===== src/design/irp_pkg.sv =====
// Constants, register map and carrier types for the indirect RAM port.
// Assumes one 40 MHz clock and a byte-addressed register port.
package irp_pkg;

    // ==========================================================
    // Widths
    // ==========================================================
    localparam int unsigned BUS_AW = 8;
    localparam int unsigned SEL_W  = 4;
    localparam int unsigned WADR_W = 14;
    localparam int unsigned DATA_W = 32;

    // ==========================================================
    // Register offsets (byte addresses)
    // ==========================================================
    localparam logic [BUS_AW-1:0] OFS_SELECT  = 8'h24;
    localparam logic [BUS_AW-1:0] OFS_COMMAND = 8'h28;
    localparam logic [BUS_AW-1:0] OFS_ADDRESS = 8'h2C;
    localparam logic [BUS_AW-1:0] OFS_WORD    = 8'h30;

    // ==========================================================
    // Field positions
    // ==========================================================
    localparam int unsigned READY_BIT = 31;
    localparam int unsigned WRITE_BIT = 0;

    // ==========================================================
    // Values after reset
    // ==========================================================
    localparam logic [SEL_W-1:0]  SEL_RST   = 4'h0;
    localparam logic [WADR_W-1:0] ADDR_RST  = 14'h0000;
    localparam logic [DATA_W-1:0] WORD_RST  = 32'h0000_0000;
    localparam logic [0:0]        CMD_RST   = 1'h0;
    localparam logic              READY_RST = 1'b1;

    // ==========================================================
    // RAM selector codes; codes above the last one are reserved
    // ==========================================================
    localparam logic [SEL_W-1:0] SEL_RX_USB_BUF = 4'h0;
    localparam logic [SEL_W-1:0] SEL_VLAN_HASH  = 4'h1;
    localparam logic [SEL_W-1:0] SEL_LARGE_SEND = 4'h2;
    localparam logic [SEL_W-1:0] SEL_FIFO_RX    = 4'h3;
    localparam logic [SEL_W-1:0] SEL_FIFO_TX    = 4'h4;
    localparam logic [SEL_W-1:0] SEL_DESCRIPTOR = 4'h5;
    localparam logic [SEL_W-1:0] SEL_RESERVED6  = 4'h6;
    localparam logic [SEL_W-1:0] SEL_TX_USB_BUF = 4'h7;

    // ==========================================================
    // Types
    // ==========================================================
    typedef enum logic [1:0] {
        IRP_ST_IDLE,
        IRP_ST_BUSY,
        IRP_ST_SKIP
    } irp_state_e;

    typedef struct packed {
        logic              wr;
        logic              rd;
        logic [BUS_AW-1:0] addr;
        logic [DATA_W-1:0] wdata;
    } irp_bus_s;

    typedef struct packed {
        logic              we;
        logic [SEL_W-1:0]  sel;
        logic [WADR_W-1:0] addr;
        logic [DATA_W-1:0] wdata;
    } irp_ram_req_s;

endpackage : irp_pkg


===== src/design/irp_field_reg.sv =====
// A register field loaded by software or by the block's own logic.
// Assumes a synchronous clock enable; the hardware load has priority.
module irp_field_reg
    import irp_pkg::*;
#(
    parameter int unsigned W   = 1,
    parameter logic [W-1:0] RST = '0
) (
    input  wire logic         clk_i,
    input  wire logic         reset_n_i,
    input  wire logic         ce_i,
    input  wire logic         sw_we_i,
    input  wire logic [W-1:0] sw_d_i,
    input  wire logic         hw_we_i,
    input  wire logic [W-1:0] hw_d_i,
    output logic      [W-1:0] q_o
);

    // ==========================================================
    // Storage
    // ==========================================================
    logic [W-1:0] field_r;
    logic [W-1:0] field_nxt;

    // Hardware load wins so a completing access is never lost.
    assign field_nxt = hw_we_i ? hw_d_i : sw_d_i;

    // The field holds unless one of the two loads is active.
    always_ff @(posedge clk_i or negedge reset_n_i) begin
        if (!reset_n_i) begin
            field_r <= RST;
        end else if (ce_i && (hw_we_i || sw_we_i)) begin
            field_r <= field_nxt;
        end
    end

    assign q_o = field_r;

endmodule // irp_field_reg


===== src/design/irp_indirect_port.sv =====
// Indirect access port into the controller's internal RAMs.
// Assumes a synchronous register port and a RAM that acks requests.
// What this block does
// - Read-only ready flag, reads one after reset.
// - Read sets ready only after word captured.
// - Ready low while busy, high when idle.
// - Four-bit selector, reset zero; code one hash.
// - A command write while idle starts one RAM access; reserved codes skip the RAM.
// - Command one writes, zero reads; resets zero.
// - Fourteen-bit word address, upper bits read zero.
// - Data word feeds writes, receives reads, resets zero.
//
// The implementer's own choice: the address-and-strobe port.
module irp_indirect_port
    import irp_pkg::*;
(
    input  wire logic              clk_i,
    input  wire logic              reset_n_i,
    input  wire logic              ce_i,
    input  wire irp_bus_s          bus_i,
    output logic      [DATA_W-1:0] rdata_o,
    output logic                   access_done_flag_o,
    output logic                   ram_req_o,
    output irp_ram_req_s           ram_cmd_o,
    input  wire logic              ram_ack_i,
    input  wire logic [DATA_W-1:0] ram_rdata_i
);

    // ==========================================================
    // Declarations
    // ==========================================================
    irp_state_e        state_r;
    irp_state_e        state_nxt;
    logic              ready_r;
    logic              ready_nxt;
    logic [DATA_W-1:0] rdata_r;
    logic [DATA_W-1:0] rdata_nxt;

    logic [SEL_W-1:0]  sel_q;
    logic [WADR_W-1:0] addr_q;
    logic [DATA_W-1:0] word_q;
    logic [0:0]        cmd_q;

    logic              hit_select;
    logic              hit_command;
    logic              hit_address;
    logic              hit_word;
    logic              hit_any;
    logic              idle;
    logic              wr_select;
    logic              wr_command;
    logic              wr_address;
    logic              wr_word;
    logic              start;
    logic              start_ram;
    logic              start_skip;
    logic              sel_valid;
    logic              ram_done;
    logic              skip_done;
    logic              finish;
    logic              finish_read;
    logic              word_hw_we;
    logic [DATA_W-1:0] word_hw_d;
    irp_ram_req_s      ram_cmd;

    logic [DATA_W-1:0] rd_select;
    logic [DATA_W-1:0] rd_command;
    logic [DATA_W-1:0] rd_address;
    logic [DATA_W-1:0] rd_word;

    // ==========================================================
    // Address decode
    // ==========================================================

    // One compare per mapped offset; anything else is unmapped.
    // The full byte offset is compared, so an access that is off by
    // a byte or two lands nowhere instead of aliasing a register.
    assign hit_select  = (bus_i.addr == OFS_SELECT);
    assign hit_command = (bus_i.addr == OFS_COMMAND);
    assign hit_address = (bus_i.addr == OFS_ADDRESS);
    assign hit_word    = (bus_i.addr == OFS_WORD);
    assign hit_any     = hit_select || hit_command
                      || hit_address || hit_word;

    // ==========================================================
    // Write qualification
    // ==========================================================

    // The port only accepts new settings while it is idle.
    assign idle = (state_r == IRP_ST_IDLE);

    // Writes to fields are dropped while an access runs.
    // Blocking them keeps selector, address and word steady under
    // a running access, and a second command cannot queue up behind
    // the first one.
    assign wr_select  = bus_i.wr && hit_select  && idle;
    assign wr_address = bus_i.wr && hit_address && idle;
    assign wr_word    = bus_i.wr && hit_word    && idle;
    assign wr_command = bus_i.wr && hit_command && idle;

    // Every accepted command write starts exactly one access.
    assign start = wr_command;

    // ==========================================================
    // Selector check
    // ==========================================================

    // Reserved codes have no RAM behind them and never reach it.
    // Codes above the last mapped one are reserved as well, so the
    // check is a range test with one hole in it.
    assign sel_valid = (sel_q <= SEL_TX_USB_BUF)
                    && (sel_q != SEL_RESERVED6);

    // Valid codes go to the RAM, reserved ones finish locally.
    assign start_ram  = start && sel_valid;
    assign start_skip = start && !sel_valid;

    // ==========================================================
    // Request formed from the fields as they stand
    // ==========================================================

    // The direction comes from the bit being written now.
    // Taking it from the bus rather than from the stored bit saves a
    // cycle; the stored copy only steers the completion afterwards.
    always_comb begin
        ram_cmd       = '0;
        ram_cmd.we    = bus_i.wdata[WRITE_BIT];
        ram_cmd.sel   = sel_q;
        ram_cmd.addr  = addr_q;
        ram_cmd.wdata = word_q;
    end

    // ==========================================================
    // RAM handshake
    // ==========================================================

    // The request flops live here and drive the RAM directly.
    // The command is copied at start, so the RAM sees one frozen
    // request until its ack, whatever the bus does meanwhile.
    irp_ram_if u_ram_if (
        .clk_i     (clk_i),
        .reset_n_i (reset_n_i),
        .ce_i      (ce_i),
        .start_i   (start_ram),
        .cmd_i     (ram_cmd),
        .ack_i     (ram_ack_i),
        .done_o    (ram_done),
        .req_o     (ram_req_o),
        .cmd_o     (ram_cmd_o)
    );

    // ==========================================================
    // Completion
    // ==========================================================

    // A RAM ack only completes the access in the busy state.
    // A stray ack while idle or skipping is ignored, since the
    // request flop is low then and no access can finish twice.
    assign skip_done = (state_r == IRP_ST_SKIP);
    assign finish    = ((state_r == IRP_ST_BUSY) && ram_done)
                    || skip_done;

    // A completing read loads the word register.
    assign finish_read = finish && (cmd_q == 1'b0);

    // Reserved codes read back as zero.
    // The word load and the ready flag share one edge, so a poll
    // that sees ready always finds the fetched word in place.
    assign word_hw_we = finish_read;
    assign word_hw_d  = skip_done ? '0 : ram_rdata_i;

    // ==========================================================
    // Register fields
    // ==========================================================

    // RAM selector, reset to the receive buffer code.
    // Software alone writes it; hardware never changes the choice.
    irp_field_reg #(
        .W   (SEL_W),
        .RST (SEL_RST)
    ) u_sel (
        .clk_i     (clk_i),
        .reset_n_i (reset_n_i),
        .ce_i      (ce_i),
        .sw_we_i   (wr_select),
        .sw_d_i    (bus_i.wdata[SEL_W-1:0]),
        .hw_we_i   (1'b0),
        .hw_d_i    (SEL_RST),
        .q_o       (sel_q)
    );

    // Direction bit; it stores the last value software wrote while idle.
    irp_field_reg #(
        .W   (1),
        .RST (CMD_RST)
    ) u_cmd (
        .clk_i     (clk_i),
        .reset_n_i (reset_n_i),
        .ce_i      (ce_i),
        .sw_we_i   (wr_command),
        .sw_d_i    (bus_i.wdata[WRITE_BIT]),
        .hw_we_i   (1'b0),
        .hw_d_i    (CMD_RST),
        .q_o       (cmd_q)
    );

    // Word address within the selected RAM.
    // Only the low fourteen bits are stored; the rest read zero.
    irp_field_reg #(
        .W   (WADR_W),
        .RST (ADDR_RST)
    ) u_addr (
        .clk_i     (clk_i),
        .reset_n_i (reset_n_i),
        .ce_i      (ce_i),
        .sw_we_i   (wr_address),
        .sw_d_i    (bus_i.wdata[WADR_W-1:0]),
        .hw_we_i   (1'b0),
        .hw_d_i    (ADDR_RST),
        .q_o       (addr_q)
    );

    // Data word; a finishing read overwrites it.
    // Hardware wins a clash, though busy blocks software anyway.
    irp_field_reg #(
        .W   (DATA_W),
        .RST (WORD_RST)
    ) u_word (
        .clk_i     (clk_i),
        .reset_n_i (reset_n_i),
        .ce_i      (ce_i),
        .sw_we_i   (wr_word),
        .sw_d_i    (bus_i.wdata),
        .hw_we_i   (word_hw_we),
        .hw_d_i    (word_hw_d),
        .q_o       (word_q)
    );

    // ==========================================================
    // Access sequencer
    // ==========================================================

    // Idle waits for a command; busy waits for the RAM's ack.
    // The skip state gives reserved codes a one-cycle busy pulse, so
    // software sees the same ready handshake for every selector. A
    // read that ends here loads the word register at the same edge.
    always_comb begin
        state_nxt = state_r;
        ready_nxt = ready_r;
        case (state_r)
            IRP_ST_IDLE: begin
                if (start_ram) begin
                    state_nxt = IRP_ST_BUSY;
                    ready_nxt = 1'b0;
                end else if (start_skip) begin
                    state_nxt = IRP_ST_SKIP;
                    ready_nxt = 1'b0;
                end
            end
            IRP_ST_BUSY: begin
                if (ram_done) begin
                    state_nxt = IRP_ST_IDLE;
                    ready_nxt = 1'b1;
                end
            end
            IRP_ST_SKIP: begin
                state_nxt = IRP_ST_IDLE;
                ready_nxt = 1'b1;
            end
            default: begin
                state_nxt = IRP_ST_IDLE;
                ready_nxt = READY_RST;
            end
        endcase
    end

    // State and ready flag; the flag starts out set.
    // A low clock enable freezes both, together with every field.
    always_ff @(posedge clk_i or negedge reset_n_i) begin
        if (!reset_n_i) begin
            state_r <= IRP_ST_IDLE;
            ready_r <= READY_RST;
        end else if (ce_i) begin
            state_r <= state_nxt;
            ready_r <= ready_nxt;
        end
    end

    // ==========================================================
    // Read-back images
    // ==========================================================

    // Reserved bits of every register read as zero.
    // The ready bit is read-only: no write path reaches it.
    always_comb begin
        rd_select            = '0;
        rd_select[READY_BIT] = ready_r;
        rd_select[SEL_W-1:0] = sel_q;
        rd_command           = '0;
        rd_command[WRITE_BIT] = cmd_q[0];
        rd_address           = '0;
        rd_address[WADR_W-1:0] = addr_q;
        rd_word              = word_q;
    end

    // ==========================================================
    // Read data return
    // ==========================================================

    // Unmapped offsets and idle cycles return zero.
    // Reads are served even while busy, so software can poll ready.
    always_comb begin
        rdata_nxt = '0;
        if (bus_i.rd && hit_any) begin
            case (1'b1)
                hit_select:  rdata_nxt = rd_select;
                hit_command: rdata_nxt = rd_command;
                hit_address: rdata_nxt = rd_address;
                hit_word:    rdata_nxt = rd_word;
                default:     rdata_nxt = '0;
            endcase
        end
    end

    // Read data stand for the one cycle after the strobe.
    // Clearing them otherwise keeps stale words off the bus.
    always_ff @(posedge clk_i or negedge reset_n_i) begin
        if (!reset_n_i) begin
            rdata_r <= '0;
        end else if (ce_i) begin
            rdata_r <= rdata_nxt;
        end
    end

    // ==========================================================
    // Outputs
    // ==========================================================

    // Both outputs come straight from flops.
    // The request outputs come from flops inside the handshake.
    assign rdata_o            = rdata_r;
    assign access_done_flag_o = ready_r;

endmodule // irp_indirect_port


===== src/design/irp_ram_if.sv =====
// Request side of the internal RAM handshake.
// Assumes the RAM answers a held request with a one-cycle ack.
module irp_ram_if
    import irp_pkg::*;
(
    input  wire logic              clk_i,
    input  wire logic              reset_n_i,
    input  wire logic              ce_i,
    input  wire logic              start_i,
    input  wire irp_ram_req_s      cmd_i,
    input  wire logic              ack_i,
    output logic                   done_o,
    output logic                   req_o,
    output irp_ram_req_s           cmd_o
);

    // ==========================================================
    // Request flops
    // ==========================================================
    logic         req_r;
    irp_ram_req_s cmd_r;

    // An ack only counts while a request is outstanding.
    assign done_o = req_r && ack_i;

    // The request stands from start until its ack.
    always_ff @(posedge clk_i or negedge reset_n_i) begin
        if (!reset_n_i) begin
            req_r <= 1'b0;
            cmd_r <= '0;
        end else if (ce_i) begin
            if (start_i) begin
                req_r <= 1'b1;
                cmd_r <= cmd_i;
            end else if (done_o) begin
                req_r <= 1'b0;
            end
        end
    end

    assign req_o = req_r;
    assign cmd_o = cmd_r;

endmodule // irp_ram_if


===== config.mk =====
export PLATFORM = sky130hd
export DESIGN_NAME = irp_indirect_port
export DESIGN_NICKNAME = d
export VERILOG_FILES = /design/src/design/irp_pkg.sv /design/src/design/irp_field_reg.sv /design/src/design/irp_indirect_port.sv /design/src/design/irp_ram_if.sv
export SDC_FILE = /design/constraint.sdc
export NUM_CORES = 1
export LEC_CHECK = 0
export BUFFER_PORTS_ARGS = -buffer_cell sky130_fd_sc_hd__buf_2
export CORE_UTILIZATION = 46
export DETAILED_ROUTE_END_ITERATION = 8
export PLACE_DENSITY = 0.74
export REMOVE_ABC_BUFFERS = 1
export SYNTH_ARGS = -nofsm -noshare
export SYNTH_HDL_FRONTEND = slang
export SYNTH_HIERARCHICAL = 1
export SYNTH_SLANG_ARGS = --single-unit

===== constraint.sdc =====
create_clock -name clk_i -period 1.73 [get_ports clk_i]
set_input_delay 0.173 -clock clk_i [delete_from_list [all_inputs] [get_ports clk_i]]
set_output_delay 0.173 -clock clk_i [all_outputs]
set_load 0.01 [all_outputs]

==> results of run 1 <==
power by group:
group	leakage (nW)	internal [W]	switching [W]
Sequential	1.88	0.00331	0.000105
Clock	0.313	0.00255	0.00131
Combinational	2.16	0.000279	0.000351
layout make-up:
cell class	count	share of cell area
diodes	1	0.000284
flip-flops and latches	138	0.392
multi-input cells	378	0.348
well taps	176	0.0250
repair buffers	208	0.161
clock buffers	23	0.0554
clock inverters	8	0.0159
inverters	5	0.00213
how the worst max path moves through the flow:
stage,startpoint,end,slack (ns)
final,state_r[0]$_DFFE_PN0P_,u_word/q_o[3]$_DFFE_PN0P_,-0.17
after global placement,state_r[1]$_DFFE_PN0P_,u_ram_if/cmd_o[42]$_DFFE_PN0P_,-0.09
after CTS,state_r[1]$_DFFE_PN0P_,u_ram_if/cmd_o[9]$_DFFE_PN0P_,-0.12
after detailed placement,state_r[1]$_DFFE_PN0P_,u_word/q_o[2]$_DFFE_PN0P_,-0.17
after floorplan,state_r[0]$_DFFE_PN0P_,u_word/q_o[30]$_DFFE_PN0P_,-1.75
after global routing,state_r[0]$_DFFE_PN0P_,u_word/q_o[3]$_DFFE_PN0P_,-0.24
registers in the layout, indices dropped and copies added (netlist names), 2 cells and up:
signal          count
state_r             2
u_addr/q_o         14
u_ram_if/cmd_o     51
rdata_o            32
u_sel/q_o           4
u_word/q_o         32
kinds of logic (layout without fill, tap and decap cells):
group                  count (synthesis)  in the layout
DFF                                  138            138
other                                  1             36
buffers and inverters                 48            244
AOI/OAI and AO/OA                    156            156
and+or+nand+nor                      135            135
muxes                                 52             52
cell usage in the layout (no fill, tap or decap), drive strengths merged, types with 2 or more instances in the layout:
cell type | synthesis | routed
a21oi | 7 | 7
a221o | 3 | 3
a22o | 22 | 22
a22oi | 10 | 10
and2 | 33 | 33
and4bb | 3 | 3
buf | 28 | 204
bufinv | 0 | 4
clkbuf | 15 | 26
clkinv | 0 | 4
conb | 1 | 35
dfrtp | 137 | 137
inv | 5 | 5
mux2 | 52 | 52
nand2 | 13 | 13
nand3 | 2 | 2
nand3b | 2 | 2
nor2 | 53 | 53
nor2b | 3 | 3
nor3 | 5 | 5
nor3b | 3 | 3
nor4bb | 4 | 4
o22ai | 47 | 47
o2bb2ai | 11 | 11
o32ai | 48 | 48
or2 | 3 | 3
or3b | 4 | 4
per-stage QoR:
| step | hold WS (ns) | setup TNS, ns | setup WS [ns] | utilization |
|---|---|---|---|---|
| after floorplan | -0.123 | -79.89 | -1.75 | - |
| after global placement | 0.112 | -4.56 | -0.0873 | 0.572 |
| after detailed placement | 0.117 | -12.18 | -0.173 | 0.572 |
| after CTS | 0.0315 | -8.17 | -0.121 | 0.634 |
| after global routing | 0.0451 | -12.86 | -0.243 | 0.663 |
| final | 0.0483 | -9.69 | -0.172 | 0.663 |
what timing repair did:
action | in CTS | in global routing
setup endpoints to repair | 98 | 101
hold endpoints to repair | 39 | 0
hold buffers | 1 | 0
pin swaps | 0 | 7
buffers inserted | 0 | 2
cloned | 3 | 3
gates resized for setup | 22 | 43
Yosys cell counts, types with 10 or more instances:
| cell type | instances |
|---|---|
| a22o_1 | 21 |
| a22oi_1 | 10 |
| and2_1 | 33 |
| buf_2 | 14 |
| buf_6 | 14 |
| clkbuf_1 | 15 |
| dfrtp_1 | 137 |
| mux2_2 | 52 |
| nand2_1 | 11 |
| nor2_1 | 53 |
| o22ai_1 | 47 |
| o2bb2ai_1 | 11 |
| o32ai_1 | 48 |
per-layer routing:
| metal | vias up | routed length (µm) | global-route usage |
|---|---|---|---|
| met4 | 0 | 537 | 0.134 |
| met5 | - | 0 | 0 |
| li1 | 2428 | - | - |
| met2 | 289 | 9810 | 0.445 |
| met1 | 2769 | 8080 | 0.342 |
| met3 | 42 | 1380 | 0.0565 |
==> run metrics, run 1 <==
first-pass GRT wire length between 20000 and 30000 µm; DRC 0; worst path cell trace nor4bb_1 -> buf_4 -> nand2_1 -> nor2_2 -> nand2_2 -> buf_12 -> o32ai_2 -> nor2_1; Wirelength per Cell roughly 21 µm; Yosys cell types 49; mux cell area share after synthesis 0.0927; fmax 0.526 GHz; synthesis-stage register bit count around 140; Overflow after GRT 0; final non-filler cell total around 940; top cell type's share of synthesized area 0.542; Synth Area in Simple Gates 0.120; CTS clk-pin slew, worst paths around 0.060 ns; Power Density about 900 nW/µm²; Sequential Area ~3500 µm²; status finished, violations left; Routability Congestion 0.900; I/O Buffers about 160; Final period util 1.10; Leak about 4.4 nW; die extent in y 119 µm; number of enable flip-flop cells after synthesis 0; all-layer global routing usage 0.272; area grow syn2layout 39.4%; Post-Place Cells around 900; crit-path max FO 15; nets just over 800; max cap viols 0; CTS Buf Count 17; vias in the first global route between 5000 and 6000; die span in x ~120 µm; I/O pins ~160; initial antenna violation count 1; Top Family by Delay on Critical Path simple AND/OR/NAND/NOR gates; CP Data Arrival Time ~2.2 ns; WP buf/inv 2; Yosys top cell by area dfrtp_1; post-detail-place hpwl between 10000 and 15000 µm; final worst path period need 1.90 ns; WP data required between 2 and 2.5 ns; Worst setup EP type flip-flop; Synth async-reset ratio 1.00; Reg2Reg Capture Point u_word/q_o[3]$_DFFE_PN0P_; RSZ-0062 raised after global routing true; DRT iter0 DRCs just under 400; sequential area share after synthesis 0.547; vias per inst 5.90; FP Rows between 40 and 50; FF-to-FF Start state_r[0]$_DFFE_PN0P_; ys flop type dfrtp_1; CTS tree built; Setup violations, final 88; ranking of synthesized cells by area dfrtp_1, mux2_2, o32ai_1; WHS Path Cells 2; VDD IR-drop max just over 0.0008 V; Ys Warns 6; worst setup margin -0.172 ns; Clk Latency, worst-skew pair 0.42 ns; dpl cell area 7600 µm²; slowest cell delay on critical path between 0.3 and 0.4 ns; Sink Count 138; Initial Utilization 0.475; CP Depth 8; Hold WC Path Type primary input to flip-flop; Final ANT Viol Nets 0; largest family of logic cells by synthesized area compound AO/OA/AOI/OAI gates; Overall Power between 0.007 and 0.008 W; Post-Synth Adder-Cell Area 0; critical path's slowest cell dfrtp_1; via count 5528; Worst Hold Path EP rdata_o[31]$_DFFE_PN0P_; CTS root buf clkbuf_16; min-delay src bus_i[35]; xor and xnor fraction of the mapped netlist area 0; endpoints failing hold 0; drt total wl slightly below 20000 µm; largest net degree at the start of global routing between 40 and 50; layout cells sized above 1 0.466; failing checks negative setup slack; Core Region ~13000 µm²; Worst Tran Pin Value 0.573 ns; die area roughly 14000 µm²; Rel. slew slack 0.617; multi-input logic area between 3000 and 4000 µm²; final instance area a little under 9000 µm²; internal reg-to-reg setup slack -0.17 ns; Crit Path Class flip-flop to flip-flop; Synth Instances 530; Max Transition Viols Final 0; drt pass-1 iters 5; cell area after synthesis 6320 µm²; CTS H-tree depth 4; Mapped Avg Cell Area between 10 and 15 µm²; crit path launch type flip-flop; clk buf depth 2; reg2reg path depth 8; post-synthesis compound-gate area fraction 0.192; filler instances 987; clock skew ~0.0052 ns
(Power assumes the default switching activity.)
==> run 2: changes to the inputs <==
--- a/config.mk
+++ b/config.mk
@@ -7,9 +7,11 @@
 export LEC_CHECK = 0
 export BUFFER_PORTS_ARGS = -buffer_cell sky130_fd_sc_hd__buf_2
 export CORE_UTILIZATION = 46
+export CTS_BUF_LIST = sky130_fd_sc_hd__clkbuf_8
 export DETAILED_ROUTE_END_ITERATION = 8
 export PLACE_DENSITY = 0.74
 export REMOVE_ABC_BUFFERS = 1
+export SLEW_MARGIN = 5
 export SYNTH_ARGS = -nofsm -noshare
 export SYNTH_HDL_FRONTEND = slang
 export SYNTH_HIERARCHICAL = 1
==> run 2 against run 1 <==
Compared with the run above:
- the run still ends with negative setup slack left
- sequential share of layout area increased by 0.80 points
- core utilization decreased by 1.3 points
- die area unchanged
- critical path depth unchanged
- clock skew increased by 0.0045 ns
- total power decreased by 13%
- clock-buffer cell count decreased by 2
- combinational power decreased by 3%
- highest routed layer unchanged
==> run metrics, run 2 (synthesized netlist as in run 1, its figures left out) <==
WP data required 2.06 ns; Hold WC Path Type primary input to flip-flop; Crit Path Class flip-flop to flip-flop; routing usage on met2 0.442; clock skew just under 0.01 ns; die area roughly 14000 µm²; layout cells sized above 1 0.458; GRT met3 Usage 0.0541; via count between 5000 and 6000; first-pass GRT wire length between 20000 and 30000 µm; I/O Buffers 162; Largest register FFs between 50 and 60; DRC 0; Worst setup EP type flip-flop; drt total wl approximately 19000 µm; Max Transition Viols Final 0; WP buf/inv 3; Worst Tran Pin Value about 0.57 ns; slowest cell delay on critical path roughly 0.38 ns; nets between 800 and 900; worst path cell trace nor4bb_1 -> buf_4 -> nand3_4 -> nor2_4 -> nand2_4 -> buf_12 -> buf_12 -> mux2_2; DRT iter0 DRCs 391; crit path launch type flip-flop; final non-filler cell total about 940; Core Region approximately 13000 µm²; Overall Power approximately 0.007 W; CTS root buf clkbuf_8; worst setup margin -0.135 ns; area grow syn2layout 36.6%; most frequent CP cell buf_12; Power Density 798 nW/µm²; most crowded layer after global routing met2; Clk Latency, worst-skew pair 0.45 ns; status finished, violations left; max cap viols 0; min-delay src bus_i[18]; FF-to-FF Start state_r[0]$_DFFE_PN0P_; Setup violations, final between 90 and 100; vias per inst 5.91; largest net degree at the start of global routing 43; Leak approximately 4.3 nW; I/O pins about 160; VDD IR-drop max approximately 0.0006 V; Wirelength per Cell about 20 µm; GR Util met1 0.346; CP Data Arrival Time 2.19 ns; Overflow after GRT 0; CP Depth 8; WHS Path Cells 3; critical path's slowest cell dfrtp_1; Final ANT Viol Nets 0; Initial Utilization 0.475; final worst path period need between 1.5 and 2 ns; most common cell after layout, fill and taps aside buf_2; initial antenna violation count 1; die span in x 119 µm; CTS Buf Count 17; CTS H-tree depth 4; all-layer global routing usage 0.271; filler instances just over 1000; RSZ-0062 raised after global routing true; CTS clk-pin slew, worst paths about 0.070 ns; Final period util 1.08; post-detail-place hpwl around 12000 µm; crit-path max FO 8; reg2reg path depth 8; Sink Count approximately 140; dpl cell area around 7600 µm²; fmax around 0.54 GHz; FP Rows 42; endpoints failing hold 0; most frequent cells in the layout buf_2, dfrtp_1, mux2_2; clk buf depth 2; Top Family by Delay on Critical Path simple AND/OR/NAND/NOR gates; vias in the first global route ~5500; TNS Setup -8.09 ns; final instance area between 8000 and 9000 µm²; Post-Place Cells about 900; drt pass-1 iters 5; Routability Congestion ~0.9; CTS tree built; die extent in y roughly 120 µm; Rel. slew slack 0.617; failing checks negative setup slack; worst setup path start state_r[0]$_DFFE_PN0P_
[run 2: cell types whose count changed in the layout (fill, tap and decap cells not counted), moves of 2 or more]
cell	previous run	this run
clkbuf_16	20	1
inv_1	4	6
o32ai_1	9	14
dlygate4sd3_1	1	3
buf_12	11	13
buf_6	3	1
clkbuf_8	4	21
clkbuf_1	2	0
o32ai_2	38	33
buf_4	26	28
[run 2: metrics by stage]
stage | hold slack, ns | setup slack (ns) | util
floorplan | -0.123 | -1.75 | -
CTS | 0.00220 | -0.111 | 0.628
detailed placement | 0.117 | -0.173 | 0.572
global placement | 0.112 | -0.0873 | 0.572
finish | 0.0273 | -0.135 | 0.649
global route | 0.0101 | -0.168 | 0.649
[run 2: metal layers]
layer / vias up / routed length (µm)
li1: 2442 / -
met3: 54 / 1500
met5: - / 0
met2: 330 / 9410
met4: 0 / 622
met1: 2731 / 7670
[run 2: final timing paths]
check,end,slack (ns)
min in group asynchronous,rdata_o[23]$_DFFE_PN0P_,0.21
max reg2reg,u_ram_if/cmd_o[44]$_DFFE_PN0P_,-0.14
min,u_word/q_o[18]$_DFFE_PN0P_,0.03
max in group asynchronous,u_ram_if/cmd_o[30]$_DFFE_PN0P_,0.90
min reg2reg,rdata_o[5]$_DFFE_PN0P_,0.50
max,u_ram_if/cmd_o[44]$_DFFE_PN0P_,-0.14
[run 2: cell type report]
cell class / count / area (µm²) / share of cell area
clock inverter: 10 / 148 / 0.0171
timing repair buffer: 212 / 1490 / 0.172
multi-input combinational: 378 / 3020 / 0.349
sequential: 138 / 3450 / 0.400
antenna: 1 / 2.50 / 0.000290
inverter: 5 / 18.8 / 0.00217
tap: 176 / 220 / 0.0255
clock buffer: 21 / 289 / 0.0335
[run 2: worst register-to-register path: cells and delay by family (launching register included)]
| kind | cells | cell delay [ns] |
|---|---|---|
| muxes | 1 | 0.28 |
| DFF | 1 | 0.38 |
| and+or+nand+nor | 4 | 0.58 |
| buffers and inverters | 3 | 0.51 |
[run 2: report_power, final]
group	leakage (nW)	switching (W)	internal [W]
combinational	2.19	0.000342	0.000269
clock	0.234	0.00117	0.00170
sequential	1.88	0.0000953	0.00331
[run 2: what timing repair did]
action,4_1_cts,5_1_grt
resized for setup,21,36
buffers inserted,2,2
endpoints found under the hold margin,41,0
pin swaps,3,2
hold buffers,3,0
setup endpoints to repair,100,100
cloned,5,1
